==> config.mk <==
export PLATFORM = sky130hd
export DESIGN_NAME = sfcfe_front_end
export DESIGN_NICKNAME = d
export VERILOG_FILES = /design/src/inc/sfcfe_pkg.sv /design/src/sfcfe_decode.sv /design/src/sfcfe_front_end.sv /design/src/sfcfe_sync.sv
export VERILOG_INCLUDE_DIRS = /design/src /design/src/inc
export SDC_FILE = /design/constraint.sdc
export NUM_CORES = 1
export LEC_CHECK = 0
export BUFFER_PORTS_ARGS = -buffer_cell sky130_fd_sc_hd__buf_2
export CAP_MARGIN = 0
export CORE_AREA = 4 4 155 157
export DETAILED_ROUTE_END_ITERATION = 12
export DIE_AREA = 0 0 159 161
export PLACE_DENSITY = 0.66
export SLEW_MARGIN = 20
export SYNTH_ARGS = -nofsm -noshare
export SYNTH_HDL_FRONTEND = slang
export SYNTH_SLANG_ARGS = --single-unit
==> constraint.sdc <==
create_clock -name clock -period 6.39 [get_ports clock]
set_input_delay 1.278 -clock clock [delete_from_list [all_inputs] [get_ports clock]]
set_output_delay 1.278 -clock clock [all_outputs]
set_load 0.01 [all_outputs]
==> src/inc/sfcfe_defines.svh <==
// Constants of the serial flash command front end
// How it works
// - Erase in 4k, 32k, 64k, chip sizes
// - Erase blocks aligned to their own size
// - Sample on rising edge, drive on falling
// - Dual output drives both serial lines
// - Dual I/O: opcode single, address two-wide
// - Quad output drives all four lines
// - Quad I/O turns lines around after address
// - All fields travel most significant bit first
// - Raising chip select ends the operation
// - Unknown opcode ignored until next frame
// - Incomplete header performs nothing, back idle
// - Three address bytes, top bit ignored
// - Opcode takes eight single-lane clocks except in continuous frames; address clocks follow lane width
// - Data byte clocks follow lane width
// - Mode field after address for BB, EB, E7
// - Continuous mode skips the opcode phase
// - Fast read dummy clock counts per opcode
// - Dummy clocks for parameter, dual and quad ID, and unique ID reads
// - Opcode only commands carry nothing more
// - Sector and block erases carry address, no data; chip erase is opcode only
// - Status accesses move bytes until deselect, no address
// - Upper lines are data only when enabled
// - Serial out released while deselected
`ifndef SFCFE_DEFINES_SVH
`define SFCFE_DEFINES_SVH

// ----------------------------------------
// Field sizes and lane codes
// ----------------------------------------
`define SFCFE_OP_BITS 8
`define SFCFE_ADDR_BITS 24
`define SFCFE_BYTE_BITS 8
`define SFCFE_ADDR_W 23
`define SFCFE_LG1 2'h0
`define SFCFE_LG2 2'h1
`define SFCFE_LG4 2'h2
`define SFCFE_PIN_IDLE 6'h3F
`define SFCFE_CONT_MODE 2'h2

// ----------------------------------------
// Mode and dummy clock counts
// ----------------------------------------
`define SFCFE_MODE_NONE 3'h0
`define SFCFE_MODE_DIO 3'h4
`define SFCFE_MODE_QIO 3'h2
`define SFCFE_DUMMY_NONE 6'h00
`define SFCFE_DUMMY_FAST 6'h08
`define SFCFE_DUMMY_QIO 6'h04
`define SFCFE_DUMMY_WORD 6'h02
`define SFCFE_DUMMY_ID 6'h04
`define SFCFE_DUMMY_UID 6'h20
`define SFCFE_DUMMY_BURST 6'h06

// ----------------------------------------
// Erase alignment masks
// ----------------------------------------
`define SFCFE_ER4K_MASK 23'h7F_F000
`define SFCFE_ER32K_MASK 23'h7F_8000
`define SFCFE_ER64K_MASK 23'h7F_0000

// ----------------------------------------
// Opcodes
// ----------------------------------------
`define SFCFE_OP_RST_EN 8'h66
`define SFCFE_OP_RST 8'h99
`define SFCFE_OP_PWR_DN 8'hB9
`define SFCFE_OP_PWR_UP 8'hAB
`define SFCFE_OP_READ 8'h03
`define SFCFE_OP_FAST 8'h0B
`define SFCFE_OP_DOUT 8'h3B
`define SFCFE_OP_DIO 8'hBB
`define SFCFE_OP_QOUT 8'h6B
`define SFCFE_OP_QIO 8'hEB
`define SFCFE_OP_WORD 8'hE7
`define SFCFE_OP_BURST 8'h77
`define SFCFE_OP_WREN 8'h06
`define SFCFE_OP_VWREN 8'h50
`define SFCFE_OP_WRDI 8'h04
`define SFCFE_OP_PROG 8'h02
`define SFCFE_OP_QPROG 8'h32
`define SFCFE_OP_ER4K 8'h20
`define SFCFE_OP_ER32K 8'h52
`define SFCFE_OP_ER64K 8'hD8
`define SFCFE_OP_CHIP_A 8'hC7
`define SFCFE_OP_CHIP_B 8'h60
`define SFCFE_OP_SUSP 8'h75
`define SFCFE_OP_RESUME 8'h7A
`define SFCFE_OP_RSR1 8'h05
`define SFCFE_OP_RSR2 8'h35
`define SFCFE_OP_RSR3 8'h15
`define SFCFE_OP_WSR1 8'h01
`define SFCFE_OP_WSR2 8'h31
`define SFCFE_OP_WSR3 8'h11
`define SFCFE_OP_ID 8'h90
`define SFCFE_OP_ID_DIO 8'h92
`define SFCFE_OP_ID_QIO 8'h94
`define SFCFE_OP_JID 8'h9F
`define SFCFE_OP_PARAM 8'h5A
`define SFCFE_OP_SEC_ER 8'h44
`define SFCFE_OP_SEC_PG 8'h42
`define SFCFE_OP_SEC_RD 8'h48
`define SFCFE_OP_UID 8'h4B

`endif

==> src/inc/sfcfe_pkg.sv <==
// Types of the serial flash command front end
package sfcfe_pkg;
`include "sfcfe_defines.svh"

	// ----------------------------------------
	// Enumerations
	// ----------------------------------------
	typedef enum logic [3:0] {
		ST_IDLE, ST_OP, ST_ADDR, ST_MODE, ST_DUMMY,
		ST_DIN, ST_DOUT, ST_DONE, ST_IGN
	} sfcfe_state_e;
	typedef enum logic [1:0] {DIR_NONE, DIR_IN, DIR_OUT} sfcfe_dir_e;
	typedef enum logic [1:0] {ER_4K, ER_32K, ER_64K, ER_CHIP} sfcfe_erase_e;

	// ----------------------------------------
	// Carriers
	// ----------------------------------------
	typedef struct packed {
		logic ok;
		logic quad;
		logic has_addr;
		logic [1:0] ad_lg;
		logic [2:0] mode_clk;
		logic [5:0] dummy_clk;
		sfcfe_dir_e dir;
		logic [1:0] da_lg;
	} sfcfe_phase_width_code_s;
	typedef struct packed {
		logic cs_n;
		logic sck;
		logic [3:0] io;
	} sfcfe_pins_s;
	typedef struct packed {
		logic [3:0] io_out;
		logic [3:0] io_oe;
	} sfcfe_drive_s;
	typedef struct packed {
		logic start;
		logic done;
		logic cont;
		logic [7:0] opcode;
		logic [`SFCFE_ADDR_W-1:0] addr;
	} sfcfe_cmd_s;
	typedef struct packed {
		logic valid;
		logic [7:0] data;
	} sfcfe_rx_s;
	typedef struct packed {
		logic valid;
		sfcfe_erase_e size;
		logic [`SFCFE_ADDR_W-1:0] base;
	} sfcfe_erase_s;

	// Whole state of the front end
	typedef struct packed {
		sfcfe_state_e state;
		logic sck_p;
		logic [5:0] cnt;
		logic [23:0] sh;
		sfcfe_phase_width_code_s desc;
		logic [7:0] opcode;
		logic [`SFCFE_ADDR_W-1:0] addr;
		logic cont;
		logic [7:0] cont_op;
		logic frame_cont;
		logic hdr;
		logic armed;
		logic [7:0] tx_sh;
		logic [2:0] tx_cnt;
		sfcfe_drive_s drv;
		logic cmd_start;
		logic cmd_done;
		logic tx_next;
		sfcfe_rx_s rx;
		sfcfe_erase_s er;
		logic rst_p;
		logic [7:0] rise_cnt;
	} sfcfe_fe_s;
endpackage

==> src/sfcfe_decode.sv <==
// Opcode table: transfer shape of each supported command
`timescale 1ns/1ps
`include "sfcfe_defines.svh"
module sfcfe_decode (
	input wire logic [7:0] opcode,
	input wire logic quad_enable_bit,
	output sfcfe_pkg::sfcfe_phase_width_code_s desc
);
	import sfcfe_pkg::*;

	// Build one table entry; quad marks use of the upper lanes
	function automatic sfcfe_phase_width_code_s mk(input logic a,
		input logic [1:0] alg, input logic [2:0] m,
		input logic [5:0] dm, input sfcfe_dir_e dr,
		input logic [1:0] dlg);
		sfcfe_phase_width_code_s r;
		r.ok = 1'h1;
		r.has_addr = a;
		r.ad_lg = alg;
		r.mode_clk = m;
		r.dummy_clk = dm;
		r.dir = dr;
		r.da_lg = dlg;
		r.quad = (alg == `SFCFE_LG4) || (dlg == `SFCFE_LG4);
		return r;
	endfunction

	// Table lookup; anything unlisted stays not ok
	always_comb begin
		desc = '0;
		case (opcode)
			`SFCFE_OP_RST_EN, `SFCFE_OP_RST, `SFCFE_OP_PWR_DN,
			`SFCFE_OP_PWR_UP, `SFCFE_OP_WREN, `SFCFE_OP_VWREN,
			`SFCFE_OP_WRDI, `SFCFE_OP_CHIP_A, `SFCFE_OP_CHIP_B,
			`SFCFE_OP_SUSP, `SFCFE_OP_RESUME: begin
				desc = mk(1'h0, `SFCFE_LG1, `SFCFE_MODE_NONE,
					`SFCFE_DUMMY_NONE, DIR_NONE, `SFCFE_LG1);
			end
			`SFCFE_OP_READ, `SFCFE_OP_ID: begin
				desc = mk(1'h1, `SFCFE_LG1, `SFCFE_MODE_NONE,
					`SFCFE_DUMMY_NONE, DIR_OUT, `SFCFE_LG1);
			end
			`SFCFE_OP_FAST, `SFCFE_OP_PARAM, `SFCFE_OP_SEC_RD: begin
				desc = mk(1'h1, `SFCFE_LG1, `SFCFE_MODE_NONE,
					`SFCFE_DUMMY_FAST, DIR_OUT, `SFCFE_LG1);
			end
			`SFCFE_OP_DOUT: begin
				desc = mk(1'h1, `SFCFE_LG1, `SFCFE_MODE_NONE,
					`SFCFE_DUMMY_FAST, DIR_OUT, `SFCFE_LG2);
			end
			`SFCFE_OP_QOUT: begin
				desc = mk(1'h1, `SFCFE_LG1, `SFCFE_MODE_NONE,
					`SFCFE_DUMMY_FAST, DIR_OUT, `SFCFE_LG4);
			end
			`SFCFE_OP_DIO: begin
				desc = mk(1'h1, `SFCFE_LG2, `SFCFE_MODE_DIO,
					`SFCFE_DUMMY_NONE, DIR_OUT, `SFCFE_LG2);
			end
			`SFCFE_OP_QIO: begin
				desc = mk(1'h1, `SFCFE_LG4, `SFCFE_MODE_QIO,
					`SFCFE_DUMMY_QIO, DIR_OUT, `SFCFE_LG4);
			end
			`SFCFE_OP_WORD: begin
				desc = mk(1'h1, `SFCFE_LG4, `SFCFE_MODE_QIO,
					`SFCFE_DUMMY_WORD, DIR_OUT, `SFCFE_LG4);
			end
			`SFCFE_OP_BURST: begin
				desc = mk(1'h0, `SFCFE_LG1, `SFCFE_MODE_NONE,
					`SFCFE_DUMMY_BURST, DIR_IN, `SFCFE_LG4);
			end
			`SFCFE_OP_PROG, `SFCFE_OP_SEC_PG: begin
				desc = mk(1'h1, `SFCFE_LG1, `SFCFE_MODE_NONE,
					`SFCFE_DUMMY_NONE, DIR_IN, `SFCFE_LG1);
			end
			`SFCFE_OP_QPROG: begin
				desc = mk(1'h1, `SFCFE_LG1, `SFCFE_MODE_NONE,
					`SFCFE_DUMMY_NONE, DIR_IN, `SFCFE_LG4);
			end
			`SFCFE_OP_ER4K, `SFCFE_OP_ER32K, `SFCFE_OP_ER64K,
			`SFCFE_OP_SEC_ER: begin
				desc = mk(1'h1, `SFCFE_LG1, `SFCFE_MODE_NONE,
					`SFCFE_DUMMY_NONE, DIR_NONE, `SFCFE_LG1);
			end
			`SFCFE_OP_RSR1, `SFCFE_OP_RSR2, `SFCFE_OP_RSR3,
			`SFCFE_OP_JID: begin
				desc = mk(1'h0, `SFCFE_LG1, `SFCFE_MODE_NONE,
					`SFCFE_DUMMY_NONE, DIR_OUT, `SFCFE_LG1);
			end
			`SFCFE_OP_WSR1, `SFCFE_OP_WSR2, `SFCFE_OP_WSR3: begin
				desc = mk(1'h0, `SFCFE_LG1, `SFCFE_MODE_NONE,
					`SFCFE_DUMMY_NONE, DIR_IN, `SFCFE_LG1);
			end
			`SFCFE_OP_ID_DIO: begin
				desc = mk(1'h1, `SFCFE_LG2, `SFCFE_MODE_NONE,
					`SFCFE_DUMMY_ID, DIR_OUT, `SFCFE_LG2);
			end
			`SFCFE_OP_ID_QIO: begin
				desc = mk(1'h1, `SFCFE_LG4, `SFCFE_MODE_NONE,
					`SFCFE_DUMMY_ID, DIR_OUT, `SFCFE_LG4);
			end
			`SFCFE_OP_UID: begin
				desc = mk(1'h0, `SFCFE_LG1, `SFCFE_MODE_NONE,
					`SFCFE_DUMMY_UID, DIR_OUT, `SFCFE_LG1);
			end
			default: begin
				desc = '0;
			end
		endcase
		// Quad commands are refused while the upper lanes are pins
		if (desc.quad && !quad_enable_bit) begin
			desc.ok = 1'h0;
		end
	end
endmodule

==> src/sfcfe_front_end.sv <==
// Serial flash command front end: framing, decode, lane control
`timescale 1ns/1ps
`include "sfcfe_defines.svh"
module sfcfe_front_end (
	input wire logic clock,
	input wire logic sys_rst,
	input wire sfcfe_pkg::sfcfe_pins_s pins_in,
	input wire logic quad_enable_bit,
	input wire logic [7:0] tx_data,
	output sfcfe_pkg::sfcfe_drive_s pins_out,
	output logic protect_n,
	output logic pause_n,
	output sfcfe_pkg::sfcfe_cmd_s cmd,
	output logic tx_next,
	output sfcfe_pkg::sfcfe_rx_s rx,
	output sfcfe_pkg::sfcfe_erase_s erase,
	output logic dev_reset
);
	import sfcfe_pkg::*;

	logic [5:0] pin_f;
	sfcfe_pins_s pf;
	logic rise;
	logic fall;
	logic [7:0] op_cand;
	sfcfe_phase_width_code_s desc_cand;
	logic [1:0] lg;
	logic [23:0] bits;
	logic [7:0] cur;
	sfcfe_fe_s st;
	sfcfe_fe_s n;

	// ----------------------------------------
	// Pin capture and decode
	// ----------------------------------------

	// Every pin, clock included, is sampled by the system clock
	sfcfe_sync #(
		.W(6),
		.RST_VAL(`SFCFE_PIN_IDLE)
	) u_sync (
		.clock(clock),
		.sys_rst(sys_rst),
		.d_in(pins_in),
		.d_out(pin_f)
	);

	// Edges of the filtered serial clock
	assign pf = sfcfe_pins_s'(pin_f);
	assign rise = pf.sck & ~st.sck_p;
	assign fall = ~pf.sck & st.sck_p;

	// Idle looks up the remembered continuous opcode, else the
	// opcode being completed on this rising edge
	assign op_cand = (st.state == ST_IDLE) ? st.cont_op : bits[7:0];

	sfcfe_decode u_dec (
		.opcode(op_cand),
		.quad_enable_bit(quad_enable_bit),
		.desc(desc_cand)
	);

	// ----------------------------------------
	// Helpers
	// ----------------------------------------

	// Shift in one clock worth of bits, first bit lands highest
	function automatic logic [23:0] shin(input logic [23:0] s,
		input logic [3:0] io, input logic [1:0] w);
		case (w)
			`SFCFE_LG2: shin = {s[21:0], io[1:0]};
			`SFCFE_LG4: shin = {s[19:0], io};
			default: shin = {s[22:0], io[0]};
		endcase
	endfunction

	// Phase that follows a header phase
	function automatic sfcfe_state_e after(input sfcfe_state_e ph,
		input sfcfe_phase_width_code_s d);
		sfcfe_state_e r;
		if (ph == ST_OP && d.has_addr) begin
			r = ST_ADDR;
		end else if (ph != ST_MODE && ph != ST_DUMMY && d.mode_clk != 0) begin
			r = ST_MODE;
		end else if (ph != ST_DUMMY && d.dummy_clk != 0) begin
			r = ST_DUMMY;
		end else if (d.dir == DIR_OUT) begin
			r = ST_DOUT;
		end else if (d.dir == DIR_IN) begin
			r = ST_DIN;
		end else begin
			r = ST_DONE;
		end
		return r;
	endfunction

	// Lane width of the phase now shifting in
	always_comb begin
		case (st.state)
			ST_ADDR, ST_MODE: lg = st.desc.ad_lg;
			ST_DIN: lg = st.desc.da_lg;
			default: lg = `SFCFE_LG1;
		endcase
		bits = shin(st.sh, pf.io, lg);
	end

	// Next output byte: fresh from the user or the old one shifted
	always_comb begin
		if (st.tx_cnt == 3'h0) begin
			cur = tx_data;
		end else begin
			case (st.desc.da_lg)
				`SFCFE_LG2: cur = {st.tx_sh[5:0], 2'h0};
				`SFCFE_LG4: cur = {st.tx_sh[3:0], 4'h0};
				default: cur = {st.tx_sh[6:0], 1'h0};
			endcase
		end
	end

	// ----------------------------------------
	// Frame state machine
	// ----------------------------------------

	// One pass per system clock; pulses default low
	always_comb begin
		n = st;
		n.sck_p = pf.sck;
		n.cmd_start = 1'h0;
		n.cmd_done = 1'h0;
		n.tx_next = 1'h0;
		n.rx.valid = 1'h0;
		n.er.valid = 1'h0;
		n.rst_p = 1'h0;
		if (pf.cs_n) begin
			// Deselect ends any frame and releases every lane
			n.state = ST_IDLE;
			n.drv.io_oe = 4'h0;
			n.hdr = 1'h0;
			if (st.state != ST_IDLE) begin
				// Reset enable only arms the very next frame
				n.armed = st.hdr && st.opcode == `SFCFE_OP_RST_EN;
				if (st.hdr) begin
					n.cmd_done = 1'h1;
					if (st.opcode == `SFCFE_OP_RST && st.armed) begin
						n.rst_p = 1'h1;
						n.cont = 1'h0;
					end
					// Erase granularity and aligned base
					n.er.valid = 1'h1;
					case (st.opcode)
						`SFCFE_OP_ER4K: begin
							n.er.size = ER_4K;
							n.er.base = st.addr & `SFCFE_ER4K_MASK;
						end
						`SFCFE_OP_ER32K: begin
							n.er.size = ER_32K;
							n.er.base = st.addr & `SFCFE_ER32K_MASK;
						end
						`SFCFE_OP_ER64K: begin
							n.er.size = ER_64K;
							n.er.base = st.addr & `SFCFE_ER64K_MASK;
						end
						`SFCFE_OP_CHIP_A, `SFCFE_OP_CHIP_B: begin
							n.er.size = ER_CHIP;
							n.er.base = '0;
						end
						default: begin
							n.er.valid = 1'h0;
						end
					endcase
				end
			end
		end else if (st.state == ST_IDLE) begin
			// Select seen: open a frame
			n.cnt = 6'h0;
			n.sh = 24'h00_0000;
			n.rise_cnt = 8'h00;
			n.tx_cnt = 3'h0;
			if (st.cont && desc_cand.ok) begin
				n.state = ST_ADDR;
				n.desc = desc_cand;
				n.opcode = st.cont_op;
				n.frame_cont = 1'h1;
			end else begin
				n.state = ST_OP;
				n.frame_cont = 1'h0;
			end
		end else begin
			if (rise) begin
				if (st.rise_cnt != 8'hFF) begin
					n.rise_cnt = st.rise_cnt + 8'h01;
				end
				n.cnt = st.cnt + 6'h01;
				case (st.state)
					ST_OP: begin
						n.sh = bits;
						if (st.cnt == 6'(`SFCFE_OP_BITS - 1)) begin
							if (!desc_cand.ok) begin
								n.state = ST_IGN;
							end else begin
								n.opcode = bits[7:0];
								n.desc = desc_cand;
								n.state = after(ST_OP, desc_cand);
							end
						end
					end
					ST_ADDR: begin
						n.sh = bits;
						if (st.cnt == 6'((`SFCFE_ADDR_BITS >> st.desc.ad_lg) - 1)) begin
							n.addr = bits[`SFCFE_ADDR_W-1:0];
							n.state = after(ST_ADDR, st.desc);
						end
					end
					ST_MODE: begin
						n.sh = bits;
						if (st.cnt == 6'(st.desc.mode_clk - 3'h1)) begin
							n.cont = bits[5:4] == `SFCFE_CONT_MODE;
							n.cont_op = st.opcode;
							n.state = after(ST_MODE, st.desc);
						end
					end
					ST_DUMMY: begin
						if (st.cnt == st.desc.dummy_clk - 6'h01) begin
							n.state = after(ST_DUMMY, st.desc);
						end
					end
					ST_DIN: begin
						n.sh = bits;
						if (st.cnt == 6'((`SFCFE_BYTE_BITS >> st.desc.da_lg) - 1)) begin
							n.rx.valid = 1'h1;
							n.rx.data = bits[7:0];
							n.cnt = 6'h0;
						end
					end
					default: begin
						n.cnt = st.cnt;
					end
				endcase
				if (n.state != st.state) begin
					n.cnt = 6'h0;
				end
				// Header complete: report it and ask for read data
				if (!st.hdr && (n.state == ST_DOUT || n.state == ST_DIN ||
					n.state == ST_DONE)) begin
					n.hdr = 1'h1;
					n.cmd_start = 1'h1;
					n.tx_next = n.state == ST_DOUT;
				end
			end
			// Output lanes only turn on at a falling edge in the data
			// phase, so the last mode or dummy clock is already past
			if (fall && st.state == ST_DOUT) begin
				n.tx_sh = cur;
				if (st.tx_cnt == 3'h0) begin
					n.tx_next = 1'h1;
					n.tx_cnt = 3'((`SFCFE_BYTE_BITS >> st.desc.da_lg) - 1);
				end else begin
					n.tx_cnt = st.tx_cnt - 3'h1;
				end
				case (st.desc.da_lg)
					`SFCFE_LG2: begin
						n.drv.io_out = {2'h0, cur[7:6]};
						n.drv.io_oe = 4'h3;
					end
					`SFCFE_LG4: begin
						n.drv.io_out = cur[7:4];
						n.drv.io_oe = 4'hF;
					end
					default: begin
						n.drv.io_out = {2'h0, cur[7], 1'h0};
						n.drv.io_oe = 4'h2;
					end
				endcase
			end
		end
	end

	// State register
	always_ff @(posedge clock) begin
		if (sys_rst) begin
			st <= '0;
		end else begin
			st <= n;
		end
	end

	// ----------------------------------------
	// Outputs
	// ----------------------------------------

	// Upper lanes keep their pin roles unless quad is enabled
	assign protect_n = quad_enable_bit ? 1'h1 : pf.io[2];
	assign pause_n = quad_enable_bit ? 1'h1 : pf.io[3];
	assign pins_out = st.drv;
	assign cmd = '{start: st.cmd_start, done: st.cmd_done,
		cont: st.frame_cont, opcode: st.opcode, addr: st.addr};
	assign tx_next = st.tx_next;
	assign rx = st.rx;
	assign erase = st.er;
	assign dev_reset = st.rst_p;
endmodule

==> src/sfcfe_sync.sv <==
// Three-stage pin synchroniser with agreement filter
`timescale 1ns/1ps
module sfcfe_sync #(
	parameter int W = 6,
	parameter logic [W-1:0] RST_VAL = '1
) (
	input wire logic clock,
	input wire logic sys_rst,
	input wire logic [W-1:0] d_in,
	output logic [W-1:0] d_out
);
	typedef struct packed {
		logic [W-1:0] s1;
		logic [W-1:0] s2;
		logic [W-1:0] s3;
		logic [W-1:0] f;
	} sfcfe_sync_s;

	sfcfe_sync_s st;
	sfcfe_sync_s n;

	// A bit only moves once stages two and three agree, so a
	// metastable settle in stage two cannot leak out
	always_comb begin
		n = st;
		n.s1 = d_in;
		n.s2 = st.s1;
		n.s3 = st.s2;
		n.f = (st.s2 & st.s3) | (st.f & (st.s2 | st.s3));
	end

	// State register
	always_ff @(posedge clock) begin
		if (sys_rst) begin
			st <= {RST_VAL, RST_VAL, RST_VAL, RST_VAL};
		end else begin
			st <= n;
		end
	end

	assign d_out = st.f;
endmodule

==> metrics.yaml <==
status: "finished clean"
fin_tns_setup_ns: 0
rows: 55
clock-sinks: 156
min_period_ns: 5.56
synthTopCellsByArea: "dfxtp_1 (35%), nor2_1 (7.6%), a21oi_1 (6.9%)"
setup_viol: 0
avgSynthCellArea_sq_um: 7.73
rsz0062_at_grt: "no"
synth-seq-area-share: 0.351
yosys_most_used_dff: "dfxtp_1"
synth_top_cell_area_share: 0.351
synth-seq-cells: 156
post_cts_resized: 0
vias: 7994
grt_pass1_wl_um: 39500
min-delay-path-class: "reg -> reg"
critPathCaptureType: "flip-flop"
synth_common_cells: "nor2_1 (180), dfxtp_1 (156), a21oi_1 (123)"
multi_input_area_sq_um: 4830
synth_top_area_cell: "dfxtp_1"
die_area_sq_um: 25600
core-area_sq_um: 22500
finalWirelength_um: 24600
cts_tree: "built"
drv_cap: 0
cts_buffers: 17
fin_crit_sh: 0.870
clkTransAtPathRegs_ns: 0.07
clk-insertion-delay-late_ns: 0.43
crit_arrival_ns: 5.84
fillers: 2271
worstRegToRegCells: 13
ys_warn_count: 0
antenna_cells: 0
slew_headroom: 0.289
final-hold-violation-count: 0
via_per_inst: 5.65
antenna_found_initial: 0
p_per_area_nw_per_um2: 211
synth_most_common_cell: "nor2_1"
synth_enable_flop_cells: 0
start_kind: "flip-flop"
leakage_nw: 3.58
min_path_cells: 1
numPortBuffers: 85
cp.required_ns: 6.67
syn-cell-area_sq_um: 8900
power.total_w: 0.00201
postRouteAntennaNets: 0
drive_gt1_frac: 0.146
die_y_um: 161
path_class: "reg -> reg"
nets: 1150
grt_max_degree: 89
syn_inst: 1152
die_w_um: 159
start_util: 0.396
cts_setup_buffers: 0
cts-root-buf: "clkbuf_16"
gp_congestion: 1.02
worst_ir_drop_vdd_mv: 0.176
drc: 0
drt_iter0_markers: 584
crit_fanout: 27
async_flop_share: 0
grt_overflow_total: 0
ys_types: 79
area_delta_synth_final_pct: 6.55
rrSetupSlack_ns: 0.83
grt_pass1_vias: 7277
seqCellArea_sq_um: 3120
worstMarginPinSlew_ns: 1.06
fin_worst_skew_ns: 0.0113
dr.pass1.iters: 8
wl_per_cell_um: 17.4
hold_buffers: 0
pin_count: 98
grt_use_total: 0.187
h-tree-depth: 4
fmax_ghz: 0.180
dpl.hpwl_um: 17600
slew_violations: 0
cts.path.max_buffers: 2
[cell families (layout without fill, tap and decap cells)]
group                    count (synthesis)  count (layout)  share of synthesized area
XOR/XNOR                                13              13                     0.0128
buffers and inverters                  182             150                      0.113
flip-flops                             156             156                      0.351
adder cells (fa/ha/maj)                 15              15                     0.0211
AO/OA/AOI/OAI                          298             298                      0.226
multiplexers                            17              17                     0.0191
other                                    1              12                   0.000421
AND/OR/NAND/NOR                        470             470                      0.258
[per-stage QoR]
step           hold slack, ns  setup slack, ns  utilization  instances  instance area [sq um]
2_1_floorplan           0.389             2.06            -       1163                   8950
3_3_place_gp            0.394             1.18        0.396       1384                   8910
3_5_place_dp            0.393            0.994        0.396       1384                   8910
4_1_cts                 0.409            0.973        0.422       1416                   9490
5_1_grt                 0.427            0.419        0.422       1416                   9490
6_report                0.408            0.830        0.422       1416                   9490
[final timing paths]
kind,start,to
setup / recovery,st[160]$_SDFFE_PP0N_,cmd[28]$_SDFFE_PP0P_
hold / removal,u_sync.n[14]$_SDFF_PP1_,u_sync.n[8]$_SDFF_PP1_
setup reg to reg,st[160]$_SDFFE_PP0N_,cmd[28]$_SDFFE_PP0P_
hold reg to reg,u_sync.n[14]$_SDFF_PP1_,u_sync.n[8]$_SDFF_PP1_
[flip-flops by register name (all words and copies together), names as in the netlist]
register	flops
u_sync.st	6
cmd	34
rx	9
erase	14
dev_reset	1
u_sync.d_out	6
u_sync.n	12
st	66
pins_out	7
tx_next	1
[routing by layer]
layer / GRT usage / routed length (um) / vias to the layer above
met5: 0 / 0 / -
met4: 0.0604 / 535 / 0
met3: 0.0339 / 1220 / 40
met2: 0.291 / 11000 / 247
met1: 0.263 / 11800 / 3749
li1: - / - / 3958
[worst max-delay path: stages, from the launching register on]
cell and delay (ns):
dfxtp_1 0.70, nor4bb_1 0.62, a22oi_1 0.30, ha_1 0.64
a221oi_1 0.14, or2_0 0.43, o31ai_1 0.64, nand2_1 0.22
a21o_1 0.25, and4_1 0.26, a32oi_4 0.48, nand2_4 0.30
a221oi_1 0.33, a211oi_1 0.08
[report_power, final]
part / switching, W / internal (W)
sequential: 0.00000233 / 0.000977
combinational: 0.0000245 / 0.00000997
clock: 0.000472 / 0.000520
total: 0.000499 / 0.00151
[layout by cell type, fill, tap and decap left out, drive strengths merged, types with 9 or more instances in the layout]
cell and count:
dfxtp 156, inv 28, buf 97, nor2 180, a221oi 11, nand3 33
a211oi 14, nor2b 12, mux2i 17, or2 27, nand2 75, o21ai 19
nor4 15, xor2 9, conb 12, ha 15, clkbuf 17, nor3 43
a22oi 26, o31ai 13, nand4 11, a21oi 123, nand2b 21
[cell type report]
class,count,share of cell area
multi-input cells,825,0.509
inverters,21,0.00831
clock inverters,15,0.0164
repair buffers,97,0.0546
well taps,285,0.0376
clock buffers,17,0.0448
flip-flops and latches,156,0.329
No activity file was read; power rests on OpenSTA's default activity.
